<file path="config.mk">
export PLATFORM = sky130hd
export DESIGN_NAME = efc_frame_ctl
export DESIGN_NICKNAME = d
export VERILOG_FILES = /design/src/core/efc_frame_ctl.v
export VERILOG_INCLUDE_DIRS = /design/src /design/src/core
export SDC_FILE = /design/constraint.sdc
export NUM_CORES = 2
export LEC_CHECK = 0
export ABC_CLOCK_PERIOD_IN_PS = 16550
export BUFFER_PORTS_ARGS = -buffer_cell sky130_fd_sc_hd__buf_2
export CORE_MARGIN = 2
export CORE_UTILIZATION = 59
export DETAILED_ROUTE_END_ITERATION = 8
export MAX_ROUTING_LAYER = met4
export PLACE_DENSITY = 0.79
export SLEW_MARGIN = 20
export SYNTH_ARGS = -nofsm -noshare
export SYNTH_HDL_FRONTEND = slang
export SYNTH_SLANG_ARGS = --single-unit
</file>
<file path="constraint.sdc">
create_clock -name core_clk -period 16.55 [get_ports core_clk]
set_input_delay 2.4825 -clock core_clk [delete_from_list [all_inputs] [get_ports core_clk]]
set_output_delay 2.4825 -clock core_clk [all_outputs]
set_load 0.1 [all_outputs]
</file>
<file path="src/core/efc_consts.vh">
`ifndef EFC_CONSTS_VH
`define EFC_CONSTS_VH

// ---------------------------------------------------------------
// Frame word control register
// ---------------------------------------------------------------
`define EFC_FWC_ADDR 7'h0a
`define EFC_FWC_RST 24'h07_9000
`define EFC_ECG_OFF_HI 23
`define EFC_ECG_OFF_LO 19
`define EFC_PACE_OFF 14
`define EFC_RESPM_OFF 13
`define EFC_RESPPH_OFF 12
`define EFC_LOFF_OFF 11
`define EFC_GPIO_OFF 10
`define EFC_CRC_OFF 9
`define EFC_AUTO_DROP 7
`define EFC_HDR_RPT 6
`define EFC_FMT_SEL 4
`define EFC_SKIP_HI 3
`define EFC_SKIP_LO 2
`define EFC_RATE_HI 1
`define EFC_RATE_LO 0

// ---------------------------------------------------------------
// Rate codes and decimation shifts (source frames at 128 kHz)
// ---------------------------------------------------------------
`define EFC_RATE_2K 2'h0
`define EFC_RATE_16K 2'h1
`define EFC_RATE_128K 2'h2
`define EFC_SH_2K 4'h6
`define EFC_SH_16K 4'h3
`define EFC_SH_128K 4'h0

// ---------------------------------------------------------------
// Frame slot order
// ---------------------------------------------------------------
`define EFC_SLOT_HDR 4'h0
`define EFC_SLOT_ECG 4'h1
`define EFC_SLOT_PACE 4'h6
`define EFC_SLOT_RESPM 4'h7
`define EFC_SLOT_RESPPH 4'h8
`define EFC_SLOT_LOFF 4'h9
`define EFC_SLOT_GPIO 4'ha
`define EFC_SLOT_CRC 4'hb
`define EFC_NSLOT 12
`define EFC_CRC_POLY 32'h04c1_1db7

`endif

</file>
<file path="src/core/efc_frame_ctl.v">
`timescale 1ns/100ps
`include "efc_consts.vh"

// ---------------------------------------------------------------
// Output word FIFO with registered read stage
// ---------------------------------------------------------------
module efc_word_fifo #(
  parameter W = 33,
  parameter DEPTH = 32,
  parameter AW = 5
) (
  input wire core_clk, // Core clock
  input wire srst, // Sync reset, high
  input wire in_valid, // Write request
  output wire in_ready, // Space available
  input wire [W-1:0] in_data, // Write word
  output reg out_valid, // Read word valid
  output reg [W-1:0] out_data, // Read word
  input wire out_ready // Reader accepts
);
  localparam [AW:0] FULL = DEPTH[AW:0];
  reg [W-1:0] mem [0:DEPTH-1];
  reg [AW-1:0] wr_ptr_reg, rd_ptr_reg;
  reg [AW:0] cnt_reg;
  wire push, pop;

  // Full stalls the emitter, so words are never dropped
  assign in_ready = (cnt_reg != FULL);
  assign push = in_valid && in_ready;
  assign pop = (cnt_reg != 0) && (!out_valid || out_ready);

  // Storage array, no reset needed
  always @(posedge core_clk) begin
    if (push) begin
      mem[wr_ptr_reg] <= in_data;
    end
  end

  // Pointers, count and read stage
  always @(posedge core_clk) begin
    if (srst) begin
      wr_ptr_reg <= {AW{1'b0}};
      rd_ptr_reg <= {AW{1'b0}};
      cnt_reg <= {(AW+1){1'b0}};
      out_valid <= 1'b0;
      out_data <= {W{1'b0}};
    end else begin
      if (push) begin
        wr_ptr_reg <= wr_ptr_reg + 1'b1;
      end
      if (pop) begin
        rd_ptr_reg <= rd_ptr_reg + 1'b1;
        out_data <= mem[rd_ptr_reg];
        out_valid <= 1'b1;
      end else if (out_ready) begin
        out_valid <= 1'b0;
      end
      case ({push, pop})
        2'b10: cnt_reg <= cnt_reg + 1'b1;
        2'b01: cnt_reg <= cnt_reg - 1'b1;
        default: cnt_reg <= cnt_reg;
      endcase
    end
  end
endmodule // efc_word_fifo

// Contract
// - ECG word bits 23..19 drop words
// - Word of detached electrode is undefined
// - Bits 14,13,11,10,9 drop optional words
// - Breath phase word dropped after reset
// - Auto drop flagless pace/breath magnitude/contact words
// - Repeat header alone while data not ready
// - Bit 4 picks lead or electrode words
// - Skip field decimates by 1, 2, 4
// - Rate field picks 2k, 16k, 128k
module efc_frame_ctl #(
  parameter W = 32,
  parameter FIFO_DEPTH = 32,
  parameter FIFO_AW = 5,
  parameter [W-1:0] CRC_POLY = `EFC_CRC_POLY,
  parameter [W-1:0] CRC_INIT = {W{1'b1}}
) (
  input wire core_clk, // Core clock, 50 MHz
  input wire srst, // Sync reset, high
  input wire cfg_wr, // Register write strobe
  input wire [6:0] cfg_addr, // Register address
  input wire [23:0] cfg_wdata, // Register write data
  output reg [23:0] cfg_rdata, // Register read data
  input wire src_valid, // Source frame offered
  output reg src_ready, // Source frame taken
  input wire [W-1:0] src_header, // Frame header word
  input wire src_pace_flag, // Header pace flag
  input wire src_resp_flag, // Header breath flag
  input wire src_loff_flag, // Header contact flag
  input wire [5*W-1:0] src_lead_words, // Lead/vector words
  input wire [5*W-1:0] src_elec_words, // Electrode words
  input wire [W-1:0] src_pace, // Pace word
  input wire [W-1:0] src_resp_mag, // Breath magnitude
  input wire [W-1:0] src_resp_phase, // Breath phase
  input wire [W-1:0] src_loff, // Contact status word
  input wire [W-1:0] src_gpio, // GPIO word
  output wire out_valid, // Frame word valid
  output wire [W-1:0] out_data, // Frame word
  output wire out_last, // Last word of frame
  input wire out_ready // Reader accepts word
);
  localparam ST_IDLE = 1'b0;
  localparam ST_EMIT = 1'b1;
  localparam NS = `EFC_NSLOT;

  reg [23:0] frame_word_control_reg;
  reg state_reg;
  reg [3:0] idx_reg;
  reg [NS-1:0] keep_reg, keep_next;
  reg [W-1:0] crc_reg;
  reg [7:0] cnt_reg;
  reg [W-1:0] slot_mem [0:NS-1];
  wire [5*W-1:0] ecg_sel;
  wire [4:0] ecg_keep;
  wire [1:0] rate_f, skip_f;
  reg [3:0] rate_sh;
  wire [3:0] skip_sh;
  wire [8:0] div_full;
  wire [7:0] div_m1;
  wire data_rdy, fmt_eff, auto_drop, accept;
  wire [NS-1:0] rest;
  wire word_last, word_keep;
  wire [W-1:0] word_data;
  wire fifo_in_valid, fifo_in_ready;
  wire [W:0] fifo_out;
  wire adv, done;

  // ---------------------------------------------------------------
  // CRC step over one word, MSB first
  // ---------------------------------------------------------------
  function [W-1:0] crc_step;
    input [W-1:0] crc;
    input [W-1:0] word;
    integer b;
    reg [W-1:0] c;
    begin
      c = crc;
      for (b = W - 1; b >= 0; b = b - 1) begin
        c = {c[W-2:0], 1'b0} ^ (CRC_POLY & {W{c[W-1] ^ word[b]}});
      end
      crc_step = c;
    end
  endfunction

  // ---------------------------------------------------------------
  // Register port
  // ---------------------------------------------------------------
  // Written as given; reserved fields are the host's to fill
  always @(posedge core_clk) begin
    if (srst) begin
      frame_word_control_reg <= `EFC_FWC_RST;
      cfg_rdata <= 24'h00_0000;
    end else begin
      if (cfg_wr && cfg_addr == `EFC_FWC_ADDR) begin
        frame_word_control_reg <= cfg_wdata;
      end
      cfg_rdata <= (cfg_addr == `EFC_FWC_ADDR) ?
                   frame_word_control_reg : 24'h00_0000;
    end
  end

  // ---------------------------------------------------------------
  // Rate and skip decimation
  // ---------------------------------------------------------------
  assign rate_f = frame_word_control_reg[`EFC_RATE_HI:`EFC_RATE_LO];
  assign skip_f = frame_word_control_reg[`EFC_SKIP_HI:`EFC_SKIP_LO];

  // Unused rate code 11 falls back to the slowest rate
  always @* begin
    case (rate_f)
      `EFC_RATE_16K: rate_sh = `EFC_SH_16K;
      `EFC_RATE_128K: rate_sh = `EFC_SH_128K;
      default: rate_sh = `EFC_SH_2K;
    endcase
  end

  assign skip_sh = skip_f[1] ? 4'h2 : {3'h0, skip_f[0]};
  assign div_full = 9'h001 << (rate_sh + skip_sh);
  assign div_m1 = div_full[7:0] - 8'h01;
  assign data_rdy = (cnt_reg == 8'h00);

  // ---------------------------------------------------------------
  // Word selection for the frame being accepted
  // ---------------------------------------------------------------
  // 128k cannot carry lead words, so electrode words are forced
  assign fmt_eff = frame_word_control_reg[`EFC_FMT_SEL] |
                   (rate_f == `EFC_RATE_128K);
  assign auto_drop = frame_word_control_reg[`EFC_AUTO_DROP];

  // Per ECG slot: format mux and drop bit, first slot is bit 23
  genvar g;
  generate
    for (g = 0; g < 5; g = g + 1) begin : g_ecg
      assign ecg_sel[g*W +: W] = fmt_eff ? src_elec_words[g*W +: W] :
                                 src_lead_words[g*W +: W];
      assign ecg_keep[g] = ~frame_word_control_reg[`EFC_ECG_OFF_HI - g];
    end
  endgenerate

  // Keep mask; data not ready gives header only or nothing
  always @* begin
    keep_next = {NS{1'b0}};
    if (data_rdy) begin
      keep_next[`EFC_SLOT_HDR] = 1'b1;
      keep_next[5:1] = ecg_keep;
      keep_next[`EFC_SLOT_PACE] =
        ~frame_word_control_reg[`EFC_PACE_OFF] &
        ~(auto_drop & ~src_pace_flag);
      keep_next[`EFC_SLOT_RESPM] =
        ~frame_word_control_reg[`EFC_RESPM_OFF] &
        ~(auto_drop & ~src_resp_flag);
      keep_next[`EFC_SLOT_RESPPH] =
        ~frame_word_control_reg[`EFC_RESPPH_OFF];
      keep_next[`EFC_SLOT_LOFF] =
        ~frame_word_control_reg[`EFC_LOFF_OFF] &
        ~(auto_drop & ~src_loff_flag);
      keep_next[`EFC_SLOT_GPIO] =
        ~frame_word_control_reg[`EFC_GPIO_OFF];
      keep_next[`EFC_SLOT_CRC] =
        ~frame_word_control_reg[`EFC_CRC_OFF];
    end else if (frame_word_control_reg[`EFC_HDR_RPT]) begin
      keep_next[`EFC_SLOT_HDR] = 1'b1;
    end
  end

  // ---------------------------------------------------------------
  // Emission sequencer
  // ---------------------------------------------------------------
  assign accept = src_valid && src_ready;
  assign rest = keep_reg >> idx_reg;
  assign word_last = (rest[NS-1:1] == 0);
  assign word_keep = keep_reg[idx_reg];
  assign word_data = (idx_reg == `EFC_SLOT_CRC) ? crc_reg : slot_mem[idx_reg];
  assign fifo_in_valid = (state_reg == ST_EMIT) && word_keep;
  // Dropped slots before the last kept word cost one cycle each; a full FIFO stalls here
  assign adv = (state_reg == ST_EMIT) && (!word_keep || fifo_in_ready);
  assign done = adv && ((idx_reg == `EFC_SLOT_CRC) ||
                        (word_keep && word_last));

  // Slot capture; whole frame latched so later edits cannot mix
  always @(posedge core_clk) begin
    if (accept) begin
      slot_mem[`EFC_SLOT_HDR] <= src_header;
      slot_mem[1] <= ecg_sel[0*W +: W];
      slot_mem[2] <= ecg_sel[1*W +: W];
      slot_mem[3] <= ecg_sel[2*W +: W];
      slot_mem[4] <= ecg_sel[3*W +: W];
      slot_mem[5] <= ecg_sel[4*W +: W];
      slot_mem[`EFC_SLOT_PACE] <= src_pace;
      slot_mem[`EFC_SLOT_RESPM] <= src_resp_mag;
      slot_mem[`EFC_SLOT_RESPPH] <= src_resp_phase;
      slot_mem[`EFC_SLOT_LOFF] <= src_loff;
      slot_mem[`EFC_SLOT_GPIO] <= src_gpio;
      slot_mem[`EFC_SLOT_CRC] <= {W{1'b0}};
    end
  end

  // Control state of the sequencer
  always @(posedge core_clk) begin
    if (srst) begin
      state_reg <= ST_IDLE;
      src_ready <= 1'b1;
      idx_reg <= 4'h0;
      keep_reg <= {NS{1'b0}};
      crc_reg <= CRC_INIT;
      cnt_reg <= 8'h00;
    end else begin
      case (state_reg)
        ST_IDLE: begin
          if (accept) begin
            // Counter wraps early if settings shrank the divisor
            if (cnt_reg >= div_m1) begin
              cnt_reg <= 8'h00;
            end else begin
              cnt_reg <= cnt_reg + 8'h01;
            end
            keep_reg <= keep_next;
            idx_reg <= 4'h0;
            crc_reg <= CRC_INIT;
            if (keep_next != 0) begin
              state_reg <= ST_EMIT;
              src_ready <= 1'b0;
            end
          end
        end
        ST_EMIT: begin
          if (fifo_in_valid && fifo_in_ready &&
              idx_reg != `EFC_SLOT_CRC) begin
            crc_reg <= crc_step(crc_reg, word_data);
          end
          if (done) begin
            state_reg <= ST_IDLE;
            src_ready <= 1'b1;
          end else if (adv) begin
            idx_reg <= idx_reg + 4'h1;
          end
        end
        default: begin
          state_reg <= ST_IDLE;
          src_ready <= 1'b1;
        end
      endcase
    end
  end

  // ---------------------------------------------------------------
  // Output buffer; its read stage drives the ports from flops
  // ---------------------------------------------------------------
  efc_word_fifo #(
    .W(W + 1),
    .DEPTH(FIFO_DEPTH),
    .AW(FIFO_AW)
  ) u_fifo (
    .core_clk(core_clk),
    .srst(srst),
    .in_valid(fifo_in_valid),
    .in_ready(fifo_in_ready),
    .in_data({word_last, word_data}),
    .out_valid(out_valid),
    .out_data(fifo_out),
    .out_ready(out_ready)
  );

  assign out_data = fifo_out[W-1:0];
  assign out_last = fifo_out[W];
endmodule // efc_frame_ctl

</file>
# --- Yosys cells after proc, flatten, opt, wreduce, memory -nomap -nowiden ---
# Memory sizes are Yosys's and may differ from the RTL's. A register that Yosys moved wholly into a read port is not among the register bits.
# Index checks and enable logic that the tools add are counted.
classes:
  n_addsub: 8
  magnitude_cmp: 2
  eq_ne: 14
  shift: 2
  n_mux: 38
  n_bitwise: 90
  n_reduce_logical: 25
ops:
  columns: ["op", "n"]
  rows:
  - ["32-bit by 27-bit bitwise XOR with 32-bit output", 32]
  - ["32-bit two-way mux", 8]
  - ["32-bit one-hot mux with 2 select lines", 1]
  - ["1-bit bitwise XOR", 32]
  - ["4-bit two-way mux", 5]
  - ["1-bit inverter", 19]
  - ["1-bit two-way mux", 15]
  - ["6-bit one-hot mux with 2 select lines", 1]
  - ["12-bit nonzero test", 1]
  - ["12-bit by 4-bit right shift with 12-bit output", 1]
  - ["11-bit zero test", 1]
  - ["11-bit two-way mux", 1]
  - ["5-bit by 1-bit adder with 5-bit output, second input constant", 2]
  - ["1-bit logical AND", 9]
  - ["8-bit by 1-bit adder with 8-bit output, second input constant", 1]
  - ["8-bit >= comparator", 1]
  - ["8-bit zero test", 1]
  - ["8-bit two-way mux", 1]
  - ["4-bit one-hot mux with 2 select lines", 1]
  - ["1-bit by 4-bit left shift with 8-bit output, first input constant", 1]
  - ["8-bit by 1-bit subtractor with 8-bit output, second input constant", 1]
  - ["7-bit by 4-bit == test with 1-bit output, second input constant", 1]
  - ["6-bit by 1-bit adder with 6-bit output, second input constant", 1]
  - ["1-bit AND", 6]
  - ["other kinds (23)", 36]
totals:
  register_bits: 123
  mem_bits_rw: 1440
  elab_cells: 193
  n_memories: 2
memory_table:
  columns: ["name", "depth", "width", "rd", "rd_ports_with_merged_regs", "wr", "line", "rtl"]
  rows:
  - ["u_fifo.mem", 32, 33, 1, 1, 1, "efc_frame_ctl.v:22", "reg [W-1:0] mem [0:DEPTH-1];"]
  - ["slot_mem", 12, 32, 1, 1, 12, "efc_frame_ctl.v:118", "reg [W-1:0] slot_mem [0:NS-1];"]

# --- Longest topological paths before layout ---
depth:
  word_depth: 68
  mapped_depth: 23
  depth_no_buf: 20

# --- Cells and area by module ---
# A second synthesis with hierarchy kept.
hier_totals:
  hier_cells: 3832
  area_unflattened_um2: 66092.1
by_module_without_submodules:
  columns: ["module", "instances", "cells_per_inst", "area_each_um2", "seq_area_each_um2"]
  rows:
  - ["efc_word_fifo", 1, 2071, 42172.9, 32711.4]
  - ["efc_frame_ctl", 1, 1761, 23919.2, 12772.2]

# --- Least setup slack after synthesis ---
# Ideal clock, no wire load.
synth_path:
  kind: "input to register"
  from: "input port src_valid"
  to: "register (tool-made name)"
  setup_time_ps: 88
  arrival_ps: 12520
  required_time_ps: 16462
  path_slack_ps: 3942
  path_stages: 6
  path_buffers: 0
  cell_sequence: "and2_1 nand2_1 o21ai_0 nand4_1 xor2_1 nor3_1"
synth_rtl:
  columns: ["element", "line", "rtl"]
  rows:
  - ["from (decl)", "efc_frame_ctl.v:90", "input wire src_valid,"]

==> impl_metrics.py <==
metrics = {
    "floorplan": {
        "die_height_um": 338,
        "floorplan.initialDensity_pct": 59.5,
        "std_cell_rows": 122,
        "die_w_um": 338,
        "floorplan.io_pins": 610,
        "dieArea_um2": 114000,
        "core_area_um2": 111000,
    },
    "route": {
        "routed_wire_length_per_instance_um": 30.5,
        "vias": 36443,
        "routed-wl-met3_um": 14300,
        "drt_first_iter_violations": 4228,
        "drt-pass1-iter-count": 6,
        "drt_drc_violations_left": 0,
        "m1WireLength_um": 63700,
        "postRouteAntennaNets": 0,
        "routed_wl_um": 178000,
        "top_layer_used": "met4",
        "met2_layer_wire_length_in_the_routed_design_um": 92900,
        "detail_route.vias_per_cell": 6.25,
    },
    "final_layout": {
        "postLayoutCellArea_um2": 76000,
        "drive_above_1_share_pct": 36.6,
        "fin_nets": 4772,
        "final.fill_count": 7003,
        "largestRegisters": "u_fifo.mem x1056, slot_mem x352, u_fifo.out_data x33",
        "multi_input_gate_area_in_the_final_layout_um2": 19700,
        "largest_register_ff_count": 1056,
        "area.growth.synth_to_final_pct": 15.6,
        "register_name_with_the_most_flops": "u_fifo.mem",
        "seqCellArea_um2": 45500,
    },
    "clock_tree": {
        "clkSlewWorstSetupHoldPaths_ns": 0.06,
        "cts.repair_timing.setup_buffer_count": 0,
        "post_cts_resized": 0,
        "clock_path_buffers": 3,
        "cts.sink_count": 1568,
        "worst_skew_pair.late_latency_ns": 0.79,
        "tritoncts": "built",
        "cts_root_buffer": "sky130_fd_sc_hd__clkbuf_16",
        "cts-buffers-inserted": 156,
        "postCtsHoldBufs": 0,
        "htreeDepth": 4,
    },
    "synth": {
        "count_of_yosys_warnings_during_synthesis": 0,
        "synthDominantCellAreaShare_pct": 64.3,
        "synthesis.instances": 3537,
        "netlist_top_cells_count": "sky130_fd_sc_hd__edfxtp_1, sky130_fd_sc_hd__mux4_2, sky130_fd_sc_hd__nor2_1",
        "synthesis.nets": 4116,
        "synth_largest_area_cell": "sky130_fd_sc_hd__edfxtp_1",
        "synth_edf_count": 1408,
        "synth_top_flop_cell": "sky130_fd_sc_hd__edfxtp_1",
        "postSynth.asyncResetShare_pct": 0,
        "avgSynthCellArea_um2": 18.6,
        "postSynthRegisterBits": 1568,
        "netlist-cell-type-count": 86,
        "register_area_share_after_synthesis_pct": 69.1,
        "post-synth-top-count-cell": "sky130_fd_sc_hd__edfxtp_1",
        "synth.top_cells.by_area": "sky130_fd_sc_hd__edfxtp_1, sky130_fd_sc_hd__mux4_2, sky130_fd_sc_hd__dfxtp_1, sky130_fd_sc_hd__mux2_2, sky130_fd_sc_hd__xnor2_1",
        "synth_area_um2": 65800,
    },
    "timing": {
        "fin_ws_ns": 10.23,
        "maxSlewHeadroom_pct": 22.2,
        "timing.final.max_slew_violations": 0,
        "grt_setup_unrepaired": "false",
        "final.min_clock_period_ns": 6.32,
        "tns_ns": 0,
        "layout_worst_path_cycle_share_pct": 38.2,
        "finalHoldViolations": 0,
        "maxClockFrequency_ghz": 0.158,
        "timing.final.setup_violations": 0,
        "whs_ns": 0.452,
        "worst_slew_pin_slew_ns": 1.16,
        "clock_skew_ns": 0.0494,
    },
    "grt": {
        "grt_overflow_total": 0,
        "grt_pass1_wl_um": 254000,
        "global_route.usage.total_pct": 32.5,
        "first_global_vias": 37211,
        "grt_max_degree": 148,
        "number_of_antenna_violations_at_the_first_check_in_global_routing": 24,
    },
    "placement": {
        "minimum_setup_slack_after_placement_ns": 10.15,
        "placed_cell_area_um2": 70800,
        "dp.final_hpwl_um": 105000,
        "finalWeightedCongestion": 0.900,
        "buffers_on_ports": 609,
    },
    "setup_path": {
        "path_max_fanout": 54,
        "critical_path_class": "flop to flop",
        "start_kind": "flop",
        "required_ns": 17.23,
        "cp_data_arrival_time_ns": 7.00,
        "cp-end-kind": "flop",
    },
    "run_status": {
        "outcome": "finished, final reports clean",
    },
    "job": {
        "maxCapViolations": 0,
    },
    "min_path": {
        "hold_path_class": "flop to flop",
    },
}
worst paths after layout:
path / start / endpoint / slack [ns] / depth (start not counted)
worst min register to register: frame_word_control_reg[5]$_SDFFE_PP0P_ / frame_word_control_reg[5]$_SDFFE_PP0P_ / 0.45 / 2
worst min-delay path: frame_word_control_reg[5]$_SDFFE_PP0P_ / frame_word_control_reg[5]$_SDFFE_PP0P_ / 0.45 / 2
worst max-delay path: flop / crc_reg[11]$_SDFFE_PP1P_ / 10.23 / 15
worst max register to register: flop / crc_reg[11]$_SDFFE_PP1P_ / 10.23 / 15
stage by stage:
| step | util [%] | std cells |
|---|---|---|
| after global routing | 68.7 | 5826 |
| after detailed placement | 64.0 | 5523 |
| final | 68.7 | 5829 |
| after CTS | 68.6 | 5806 |
| after global placement | 64.0 | 5523 |
| after floorplan | - | 3537 |
placed cells by master (no fill, tap or decap), types with 8 or more instances in the layout:
cell                           n
sky130_fd_sc_hd__nor2_1      156
sky130_fd_sc_hd__a211oi_1     41
sky130_fd_sc_hd__mux2_2      178
sky130_fd_sc_hd__clkbuf_1     29
sky130_fd_sc_hd__o22ai_1      27
sky130_fd_sc_hd__clkinv_1     27
sky130_fd_sc_hd__ha_1         26
sky130_fd_sc_hd__a21oi_1      80
sky130_fd_sc_hd__clkbuf_16   158
sky130_fd_sc_hd__buf_4        79
sky130_fd_sc_hd__nor3_1       22
sky130_fd_sc_hd__clkinv_2     21
sky130_fd_sc_hd__xnor2_1     155
sky130_fd_sc_hd__nor2_4       32
sky130_fd_sc_hd__bufinv_16    14
sky130_fd_sc_hd__mux2i_1     125
sky130_fd_sc_hd__nand2_1     152
sky130_fd_sc_hd__nand2b_1     17
sky130_fd_sc_hd__inv_1        28
sky130_fd_sc_hd__edfxtp_1   1408
sky130_fd_sc_hd__o21ai_0      28
sky130_fd_sc_hd__mux2_1        9
sky130_fd_sc_hd__nand2_2       9
sky130_fd_sc_hd__a2bb2oi_1    13
sky130_fd_sc_hd__buf_2       608
sky130_fd_sc_hd__xor2_1       69
sky130_fd_sc_hd__xnor2_2      13
sky130_fd_sc_hd__dfxtp_1     151
sky130_fd_sc_hd__nor2b_1      16
sky130_fd_sc_hd__diode_2      23
sky130_fd_sc_hd__and2_1       28
sky130_fd_sc_hd__mux4_2      365
sky130_fd_sc_hd__xnor3_1      23
sky130_fd_sc_hd__or2_2         8
sky130_fd_sc_hd__o221ai_1      8
sky130_fd_sc_hd__nand3b_1     11
layer usage:
layer	vias up	global-route usage (%)
met5	-	-
met4	0	12.5
met3	368	4.94
met2	2149	54.8
met1	18585	40.0
li1	15341	-
worst max-delay path, stage by stage (launching register included):
cell,delay [ns]
sky130_fd_sc_hd__dfxtp_4,0.47
sky130_fd_sc_hd__buf_4,0.67
sky130_fd_sc_hd__nand2b_1,0.50
sky130_fd_sc_hd__o221ai_1,0.41
sky130_fd_sc_hd__o31ai_4,0.15
sky130_fd_sc_hd__xor2_2,0.56
sky130_fd_sc_hd__xnor2_1,0.30
sky130_fd_sc_hd__xnor2_1,0.20
sky130_fd_sc_hd__xnor2_1,0.46
sky130_fd_sc_hd__mux2i_2,0.34
sky130_fd_sc_hd__xnor3_2,0.52
sky130_fd_sc_hd__xnor3_2,0.50
sky130_fd_sc_hd__xnor2_4,0.37
sky130_fd_sc_hd__xnor2_4,0.20
sky130_fd_sc_hd__xnor3_1,0.43
sky130_fd_sc_hd__a21oi_1,0.14
cells by family after synthesis:
group | share of synthesized area [%]
xor gates and xnor gates | 5.05
muxes | 17.6
buffers and inverters | 1.50
adders and majority gates | 0.555
and+or+nand+nor | 3.43
AOI/OAI and AO/OA | 2.73
DFF | 69.1
layout make-up:
type                            count  area share [%]
Inverter                           29           0.143
Clock buffer                      194            5.47
Timing Repair Buffer              689            4.83
Clock inverter                     89            1.32
Multi-Input combinational cell   1749            25.9
Tap cell                         1488            2.45
Sequential cell                  1568            59.9
Antenna cell                       23          0.0757
Power is left out: the tool's default activity adds up to more than one toggle a clock period on the data nets, which glitch-free logic cannot reach.
